==> config.mk <==
export PLATFORM = sky130hd
export DESIGN_NAME = hsw_status_word
export DESIGN_NICKNAME = d
export VERILOG_FILES = /design/src/verilog/hsw_pkg.sv /design/src/verilog/hsw_status_word.sv
export VERILOG_INCLUDE_DIRS = /design/src /design/src/verilog
export SDC_FILE = /design/constraint.sdc
export NUM_CORES = 1
export LEC_CHECK = 0
export BUFFER_PORTS_ARGS = -buffer_cell sky130_fd_sc_hd__clkbuf_2
export CAP_MARGIN = 20
export CORE_ASPECT_RATIO = 1.2
export CORE_MARGIN = 10
export CORE_UTILIZATION = 45
export DETAILED_ROUTE_END_ITERATION = 12
export GPL_TIMING_DRIVEN = 0
export PLACE_DENSITY = 0.69
export SYNTH_ARGS = -nofsm -noshare
export SYNTH_HDL_FRONTEND = slang
export SYNTH_SLANG_ARGS = --single-unit
==> constraint.sdc <==
create_clock -name ref_clk_i -period 6.5 [get_ports ref_clk_i]
set_input_delay 0.65 -clock ref_clk_i [delete_from_list [all_inputs] [get_ports ref_clk_i]]
set_output_delay 0.65 -clock ref_clk_i [all_outputs]
set_load 0.1 [all_outputs]
==> src/verilog/hsw_params.svh <==
// Constants of the heater status word logic: codes, temperatures and field positions.
`ifndef HSW_PARAMS_SVH
`define HSW_PARAMS_SVH
`define HSW_ERR_LINE_LOST 10'h0c9
`define HSW_ERR_LINE_ACK 10'h385
`define HSW_ERR_NONE 10'h000
`define HSW_START_INVALID 16'hff9d
`define HSW_START_MIN 16'hffec
`define HSW_START_MAX 16'h01f4
`define HSW_ERR_LSB 0
`define HSW_ERR_MSB 9
`define HSW_RESET_WORD 16'h0000
`define HSW_FLAG_RESET 1'b0
`define HSW_STANDBY_RESET 1'b1
`endif

==> src/verilog/hsw_pkg.sv <==
// Types of the heater status word logic.
package hsw_pkg;
   typedef enum logic [2:0] {
      HSW_WAIT_LINE = 3'b000,
      HSW_RUN = 3'b001,
      HSW_ALARM_LOST = 3'b010,
      HSW_ALARM_ACKED = 3'b011,
      HSW_ALARM_NOLINE = 3'b100
   } hsw_state_e;
   typedef logic [15:0] hsw_word_t;
endpackage : hsw_pkg

==> src/verilog/hsw_status_word.sv <==
// Status word logic: standby, alarm sequence, measurement gap and output words.
`timescale 1ns/1ns
`include "hsw_params.svh"
module hsw_status_word
   import hsw_pkg::*;
(
   input wire logic ref_clk_i,
   input wire logic rst_i,
   input wire logic clk_en_i,
   input wire logic pd_cycle_i,
   input wire logic line_voltage_i,
   input wire logic fault_clear_request_i,
   input wire logic measure_pause_request_i,
   input wire logic heat_cycle_request_i,
   input wire logic measure_taken_i,
   input wire logic calibrating_i,
   input wire logic fault_i,
   input wire logic [9:0] fault_code_i,
   input wire logic [15:0] temp_i,
   output logic standby_indicator_o,
   output logic alarm_flag_o,
   output logic measure_gap_flag_o,
   output logic sealing_enable_o,
   output logic [15:0] actual_temp_o,
   output logic [15:0] start_temp_o,
   output logic [15:0] error_word_o
);
   // Line voltage comes from a detector outside the clock domain; three stages, change accepted when last two agree.
   logic [2:0] line_sync_q;
   logic line_q;
   always_ff @(posedge ref_clk_i or posedge rst_i) begin
      if (rst_i) begin
         line_sync_q <= 3'h0;
         line_q <= 1'b0;
      end else if (clk_en_i) begin
         line_sync_q <= {line_sync_q[1:0], line_voltage_i};
         if (line_sync_q[2] == line_sync_q[1]) begin
            line_q <= line_sync_q[2];
         end
      end
   end

   // Edge of the fault-clear request is the acknowledge; holding it does not repeat it.
   logic clr_prev_q;
   logic ack;
   assign ack = fault_clear_request_i & ~clr_prev_q;
   always_ff @(posedge ref_clk_i or posedge rst_i) begin
      if (rst_i) begin
         clr_prev_q <= 1'b0;
      end else if (clk_en_i) begin
         clr_prev_q <= fault_clear_request_i;
      end
   end

   // Line voltage alarm sequence.
   hsw_state_e state_q;
   hsw_state_e state_d;
   always_comb begin
      state_d = state_q;
      case (state_q)
         HSW_WAIT_LINE: begin
            if (line_q) begin
               state_d = HSW_RUN;
            end
         end
         HSW_RUN: begin
            if (!line_q) begin
               state_d = HSW_ALARM_LOST;
            end
         end
         HSW_ALARM_LOST: begin
            // Alarm holds until acknowledged, line back or not.
            if (ack && !line_q) begin
               state_d = HSW_ALARM_NOLINE;
            end else if (ack) begin
               state_d = HSW_ALARM_ACKED;
            end
         end
         HSW_ALARM_ACKED: begin
            // Cleared only once the request has been released.
            if (!fault_clear_request_i) begin
               state_d = line_q ? HSW_RUN : HSW_ALARM_LOST;
            end
         end
         HSW_ALARM_NOLINE: begin
            if (ack && line_q) begin
               state_d = HSW_ALARM_ACKED;
            end
         end
         default: begin
            state_d = HSW_WAIT_LINE;
         end
      endcase
   end
   always_ff @(posedge ref_clk_i or posedge rst_i) begin
      if (rst_i) begin
         state_q <= HSW_WAIT_LINE;
      end else if (clk_en_i) begin
         state_q <= state_d;
      end
   end

   // Last measured temperature; a gap in measurement keeps the older value, which is what a heat cycle
   // taken during the gap must report as its start.
   hsw_word_t last_temp_q;
   always_ff @(posedge ref_clk_i or posedge rst_i) begin
      if (rst_i) begin
         last_temp_q <= `HSW_RESET_WORD;
      end else if (clk_en_i) begin
         if (measure_taken_i) begin
            last_temp_q <= temp_i;
         end
      end
   end

   // Previous heat request, to find the edge at which a heat cycle is taken.
   // Holding the request high does not take a second start value.
   logic heat_prev_q;
   logic heat_rise;
   always_ff @(posedge ref_clk_i or posedge rst_i) begin
      if (rst_i) begin
         heat_prev_q <= `HSW_FLAG_RESET;
      end else if (clk_en_i) begin
         heat_prev_q <= heat_cycle_request_i;
      end
   end
   assign heat_rise = heat_cycle_request_i & ~heat_prev_q;

   // Clamp of the last measurement into the valid start range. A broken probe can read far outside it,
   // and the master must never mistake such a reading for the invalid marker.
   hsw_word_t start_clamped;
   always_comb begin
      start_clamped = last_temp_q;
      if ($signed(last_temp_q) < $signed(`HSW_START_MIN)) begin
         start_clamped = `HSW_START_MIN;
      end else if ($signed(last_temp_q) > $signed(`HSW_START_MAX)) begin
         start_clamped = `HSW_START_MAX;
      end
   end

   // Start temperature, taken once at the first edge of a heat cycle and held for the rest of it.
   hsw_word_t start_cap_q;
   always_ff @(posedge ref_clk_i or posedge rst_i) begin
      if (rst_i) begin
         start_cap_q <= `HSW_START_INVALID;
      end else if (clk_en_i && heat_rise) begin
         start_cap_q <= start_clamped;
      end
   end

   // Start word of the next snapshot. On the first edge of a request the clamp is used directly, so a
   // strobe on that very edge does not show the capture of an earlier cycle.
   hsw_word_t start_now;
   always_comb begin
      start_now = `HSW_START_INVALID;
      if (heat_rise) begin
         start_now = start_clamped;
      end else if (heat_cycle_request_i) begin
         start_now = start_cap_q;
      end
   end

   // Alarm and error code follow the alarm sequence. The state and the outside fault alone decide them, so a held fault-clear
   // request cannot drop the alarm before it is released, though its edge can switch the code between 0x0c9 and 0x385.
   logic alarm_now;
   logic [9:0] code_now;
   always_comb begin
      alarm_now = 1'b0;
      code_now = `HSW_ERR_NONE;
      case (state_q)
         HSW_ALARM_LOST: begin
            alarm_now = 1'b1;
            code_now = `HSW_ERR_LINE_LOST;
         end
         HSW_ALARM_ACKED: begin
            alarm_now = 1'b1;
            code_now = `HSW_ERR_LINE_LOST;
         end
         HSW_ALARM_NOLINE: begin
            alarm_now = 1'b1;
            code_now = `HSW_ERR_LINE_ACK;
         end
         default: begin
            alarm_now = 1'b0;
         end
      endcase
      // An outside fault raises the alarm while it lasts; it does not latch, and the line code keeps priority.
      if (fault_i) begin
         alarm_now = 1'b1;
         if (code_now == `HSW_ERR_NONE) begin
            code_now = fault_code_i;
         end
      end
   end

   // Standby answers either request at once and also covers the wait for the first line voltage.
   // After a 901 alarm it follows the requests only, so the master still sees its handshake.
   logic standby_now;
   always_comb begin
      // The pause request only acknowledges; it never changes the alarm state.
      standby_now = fault_clear_request_i | measure_pause_request_i;
      if (state_q == HSW_WAIT_LINE) begin
         standby_now = 1'b1;
      end
   end

   // Measurement gap: a heat cycle is running and no measurement came this cycle.
   // The flag drops on the first strobe after measurement resumes.
   logic gap_now;
   assign gap_now = heat_cycle_request_i & ~measure_taken_i;

   // Sealing is permitted only in control mode with no alarm; lifting a pause needs no init phase.
   // A pause never touches the sequence, so any fault is still in force when it lifts.
   logic seal_now;
   assign seal_now = (state_q == HSW_RUN) && !alarm_now && !measure_pause_request_i;

   // One load strobe for every output, so the master never samples a half-updated snapshot.
   // A low clock enable also blocks the strobe, which freezes the snapshot with the rest.
   logic load;
   assign load = clk_en_i & pd_cycle_i;

   // Standby bit of the snapshot. It resets high because the device always starts waiting for line voltage.
   always_ff @(posedge ref_clk_i or posedge rst_i) begin
      if (rst_i) begin
         standby_indicator_o <= `HSW_STANDBY_RESET;
      end else if (load) begin
         standby_indicator_o <= standby_now;
      end
   end

   // Alarm bit of the snapshot; it stays set while the sequence sits in any alarm state.
   // Only the release of an acknowledge moves the sequence out of those states.
   always_ff @(posedge ref_clk_i or posedge rst_i) begin
      if (rst_i) begin
         alarm_flag_o <= `HSW_FLAG_RESET;
      end else if (load) begin
         alarm_flag_o <= alarm_now;
      end
   end

   // Measurement gap bit of the snapshot.
   // It shows the cycle of the strobe only; short gaps between strobes are not seen.
   always_ff @(posedge ref_clk_i or posedge rst_i) begin
      if (rst_i) begin
         measure_gap_flag_o <= `HSW_FLAG_RESET;
      end else if (load) begin
         measure_gap_flag_o <= gap_now;
      end
   end

   // Sealing permission of the snapshot; it resets low so nothing seals before the line has been seen.
   always_ff @(posedge ref_clk_i or posedge rst_i) begin
      if (rst_i) begin
         sealing_enable_o <= `HSW_FLAG_RESET;
      end else if (load) begin
         sealing_enable_o <= seal_now;
      end
   end

   // Actual temperature word, forced to zero during calibration or any alarm, since the measurement
   // is then not trustworthy.
   always_ff @(posedge ref_clk_i or posedge rst_i) begin
      if (rst_i) begin
         actual_temp_o <= `HSW_RESET_WORD;
      end else if (load) begin
         actual_temp_o <= (calibrating_i || alarm_now) ? `HSW_RESET_WORD : temp_i;
      end
   end

   // Start temperature word; outside a heat cycle it shows the invalid marker.
   // It resets to that marker, as no heat cycle can be running yet.
   always_ff @(posedge ref_clk_i or posedge rst_i) begin
      if (rst_i) begin
         start_temp_o <= `HSW_START_INVALID;
      end else if (load) begin
         start_temp_o <= start_now;
      end
   end

   // Error word; the upper six bits stay zero, and the field is empty while no alarm is set.
   // The master therefore needs to read the code only when the alarm bit is high.
   always_ff @(posedge ref_clk_i or posedge rst_i) begin
      if (rst_i) begin
         error_word_o <= `HSW_RESET_WORD;
      end else if (load) begin
         error_word_o <= alarm_now ? {6'h00, code_now} : `HSW_RESET_WORD;
      end
   end
endmodule : hsw_status_word

# Word-level counts from Yosys, hierarchy flattened
# Index checks and enable logic that the tools add are counted.
[word_totals]
output_inout_bits = 52
word_cells = 70
inputBits = 37
reg_bits = 93
[op_classes]
eq_ne = 10
reduce_logical = 16
bitwise_logic = 8
n_lt_le_gt_ge = 2
n_mux = 20
[ops]
columns = ["op", "count"]
rows = [
  ["16-bit two-way mux", 5],
  ["10-bit two-way mux", 3],
  ["10-bit case mux with 2 select lines", 1],
  ["3-bit two-way mux", 6],
  ["16-bit by 10-bit > comparator with 1-bit output (second input constant)", 1],
  ["16-bit by 6-bit < comparator with 1-bit output (second input constant)", 1],
  ["3-bit case mux with 5 select lines", 1],
  ["10-bit logical NOT", 1],
  ["2-bit != test (second input constant)", 4],
  ["3-bit by 2-bit equality test with 1-bit output (second input constant)", 2],
  ["6-bit AND reduction", 1],
  ["1-bit logical AND", 5],
  ["1-bit bitwise AND", 4],
  ["2-bit AND reduction", 2],
  ["3-bit by 1-bit equality test with 1-bit output (second input constant)", 1],
  ["3-bit equality test (second input constant)", 1],
  ["1-bit logical NOT", 3],
  ["3-bit logical NOT", 1],
  ["1-bit two-way mux", 3],
  ["3-bit != test (second input constant)", 1],
  ["1-bit NOT", 3],
  ["3-bit OR reduction", 1],
  ["2-bit two-way mux", 1],
  ["2-bit OR reduction", 1],
  ["3 further kinds", 3],
]

# Logic depth before layout (Yosys ltp)
[depth]
word_depth = 7
mapped_depth = 6
ltp_nobuf = 4

# Worst setup path after synthesis
# OpenSTA, ideal clock, no wires.
[synth_path]
kind = "input to register"
startpoint = "input port clk_en_i"
endpoint = "register last_temp_q[0]"
arrival_ns = 1.522
setup_ns = 0.125
n_path_buf = 2
cell_stages = 4
path_slack_ns = 4.853
t_required_ns = 6.375
path_cell_list = "buf_6 nand2_1 buf_2 mux2_2"
[synth_via]
elab_chain_len = 1
[synth_lines]
columns = ["element", "line", "rtl"]
rows = [
  ["from (decl)", "hsw_status_word.sv:9", "input wire logic clk_en_i,"],
  ["2-bit AND reduction (no line)", "n/a", ""],
  ["to (signal assigned)", "hsw_status_word.sv:108", "last_temp_q <= `HSW_RESET_WORD;"],
  ["to (signal assigned)", "hsw_status_word.sv:111", "last_temp_q <= temp_i;"],
  ["to (decl)", "hsw_status_word.sv:105", "hsw_word_t last_temp_q;"],
]
# No other way between the ends.
# A chain may end at the register's enable or synchronous reset.

# Final worst setup path
[layout_path]
startpoint = "register start_temp_o[3]"
endpoint = "output port start_temp_o[3]"
[layout_rtl]
columns = ["element", "line", "rtl"]
rows = [
  ["from (decl)", "hsw_status_word.sv:25", "output logic [15:0] start_temp_o,"],
  ["from (signal assigned)", "hsw_status_word.sv:274", "start_temp_o <= `HSW_START_INVALID;"],
  ["from (signal assigned)", "hsw_status_word.sv:276", "start_temp_o <= start_now;"],
]
# No word-level cell between the ends.

==> impl_metrics.ini <==
[detailed_routing]
via_per_inst = 5.21
wl_per_cell_um = 16.2
drc = 0
detail-route-antenna-nets = 0
drt-pass1-iter-count = 4
num_vias = 2958
drt-initial-drc-count = 171
drt-total-wl_mm = 9.22

[floorplan]
rows = 36
fp.dieArea_mm2 = 0.0127
die_w_um = 104
dieHeight_um = 121
initial_core_util = 0.468
fp.coreArea_mm2 = 0.00824
pin_count = 89

[global_routing]
grt_usage = 0.148
grt_pass1_wl_mm = 15.4
grt_max_degree = 58
overflow = 0
antenna_found_initial = 0
grt_pass1_vias = 3056

[synthesis]
synth_edf_count = 0
yosysUniqueCellTypes = 50
ys_seq_area_frac = 0.574
synth-async-reset-ratio = 1.00
yosys_warnings = 0
syn-instance-count = 350
ys_seq_elements = 87
syn_area_per_cell_um2 = 11.0
syn_area_mm2 = 0.00385
yosys_most_used_dff = dfrtp_1

[pwr]
vdd_drop_max_mv = 0.215
powerDensity_mw_per_mm2 = 392
p_comb_frac = 0.397
internal_power_uw = 992
pwr-share-seq = 0.395
switching_share = 0.457
p_switching_uw = 834
leakagePower_uw = 0.00219
p_clk_frac = 0.207

[worst_setup_path]
r2r_end = actual_temp_o[4]
regToRegStartpoint = state_q[1]
cp-end-kind = primary output
cpPeakStageDelay_ns = 0.54
regToRegSetupSlack_ns = 4.50
critical_path.top_delay_family = flip-flops
cp_slowest_cell = dfstp_2
path_buf_inv = 1
crit_chain = clkbuf_2
arrival_ns = 1.37
r2r_cells = 6
cp_max_fo = 2
critPathRequiredTime_ns = 5.85
worst-setup-path-type = reg2out
start_kind = register

[sta]
slew_headroom = 0.582
fmax_mhz = 495
rsz0062_at_grt = false
hold_violations = 0
maxSlewViolCount = 0
finalCritPeriodShare = 0.311
worstMarginPinSlew_ns = 0.627
final-setup-viol-count = 0
fin_worst_skew_ns = 0.00931
setup_tns_ns = 0
period_minus_slack_ns = 2.02

[clocking]
cts-resized-gates = 0
cts_tree = done
cts_max_path_buffers = 2
cts-root-buf = clkbuf_8
insertion_delay_ns = 0.36
hold_buffers = 0
h-tree-depth = 3
cts.clk_slew.worst_paths_ns = 0.09
post_cts.repair.setup_buffers = 0
cts.sinks = 87
cts_inserted_buffers = 9

[layout]
nNetsFinal = 486
final_util = 0.565
drive_gt1_frac = 0.379
diodes = 0
final_cell_mix = clkbuf_2 (82), dfrtp_1 (60), nand2_1 (50)
area_delta_synth_final_pct = 20.7
n_fill_cell = 741
final_common_cell = clkbuf_2

[placed_design]
place_hpwl_mm = 6.91
port-buffer-count = 82
gp_congestion = 0.848

[worst_hold_path]
hold_class = in2async

[outcome]
outcome = complete, no violations

[run]
max_cap_violations = 0
power groups by stage:
stage / logic, µW / registers, µW / clock network, µW
3_5_place_dp: 729 / 732 / 0
3_3_place_gp: 717 / 727 / 0
5_1_grt: 772 / 738 / 410
2_1_floorplan: 241 / 1080 / 0
6_report: 725 / 722 / 379
4_1_cts: 731 / 722 / 388
cell usage after synthesis (2+ instances only):
master | count | area, µm²
a32o_1 | 3 | 30.0
nor4_1 | 4 | 25.0
buf_2 | 4 | 20.0
o21ai_0 | 22 | 110
nor3_1 | 3 | 15.0
o2111ai_1 | 2 | 17.5
clkbuf_1 | 12 | 45.0
nand2_1 | 50 | 188
a21o_1 | 2 | 15.0
nor2_1 | 25 | 93.8
o22ai_1 | 5 | 31.3
dfrtp_1 | 60 | 1500
mux2_2 | 19 | 214
a221oi_1 | 2 | 17.5
a22o_1 | 18 | 158
and2_1 | 2 | 12.5
a31oi_1 | 6 | 37.5
a211oi_1 | 3 | 22.5
nand2b_1 | 3 | 18.8
inv_1 | 10 | 37.5
dfstp_2 | 27 | 709
buf_4 | 6 | 45.0
a21oi_1 | 27 | 135
nand3_1 | 4 | 20.0
nor2b_1 | 2 | 12.5
a21oi_2 | 3 | 26.3
buf_6 | 3 | 33.8
through the flow:
| step | hold WS, ns | power, µW | cells | worst slack, ns | instance area, µm² |
|---|---|---|---|---|---|
| after floorplan | 0.439 | 1330 | 355 | 3.64 | 3870 |
| after global placement | 0.446 | 1440 | 551 | 2.65 | 4430 |
| after detailed placement | 0.448 | 1460 | 552 | 4.41 | 4460 |
| after CTS | 0.274 | 1840 | 568 | 4.46 | 4650 |
| after global routing | 0.294 | 1920 | 568 | 4.34 | 4650 |
| final | 0.271 | 1830 | 568 | 4.48 | 4650 |
final cells by class:
class,count,area [µm²],area share
sequential,87,2210,0.475
multi-input combinational,233,1480,0.318
timing repair buffer,83,438,0.0941
buffer,25,144,0.0309
tap,114,143,0.0306
clock buffer,10,128,0.0274
clock inverter,6,70.1,0.0151
inverter,10,40.0,0.00860
worst register-to-register path: stages, from the launching register on:
cell	delay, ns
dfrtp_1	0.38
clkbuf_1	0.20
nand2b_1	0.24
nand2_1	0.18
nor4_4	0.46
buf_2	0.33
a22o_1	0.16
worst max-delay path by stage:
stage / depth (start not counted) / endpoint / slack [ns] / startpoint
2_1_floorplan: 1 / actual_temp_o[0] / 3.64 / rst_i
4_1_cts: 1 / start_temp_o[3] / 4.46 / start_temp_o[3]
3_3_place_gp: 2 / error_word_o[5] / 2.65 / rst_i
6_report: 1 / start_temp_o[3] / 4.48 / start_temp_o[3]
3_5_place_dp: 5 / actual_temp_o[4] / 4.41 / pd_cycle_i
5_1_grt: 6 / actual_temp_o[0] / 4.34 / state_q[1]
metal layers:
layer,part of all wire,global-route usage,vias up
met5,0,0,-
met4,0.012,0.0418,0
met3,0.074,0.0510,8
met2,0.46,0.236,81
met1,0.45,0.186,1423
li1,-,-,1446
state kept, by name, summed over array words and instances, names as in the netlist:
| signal | count |
|---|---|
| line_sync_q | 3 |
| start_temp_o | 16 |
| sealing_enable_o | 1 |
| line_q | 1 |
| alarm_flag_o | 1 |
| last_temp_q | 16 |
| start_cap_q | 16 |
| actual_temp_o | 16 |
| clr_prev_q | 1 |
| state_q | 3 |
| standby_indicator_o | 1 |
| error_word_o | 10 |
| heat_prev_q | 1 |
| measure_gap_flag_o | 1 |
kinds of logic (layout without fill, tap and decap cells):
| logic type | after synthesis | after routing | share of synthesized area |
|---|---|---|---|
| and+or+nand+nor | 103 | 103 | 0.129 |
| DFF | 87 | 87 | 0.574 |
| other | 1 | 6 | 0.000973 |
| buffers and inverters | 35 | 134 | 0.0471 |
| AOI/OAI and AO/OA | 104 | 104 | 0.192 |
| muxes | 20 | 20 | 0.0581 |
No activity file was read; power rests on OpenSTA's default activity.
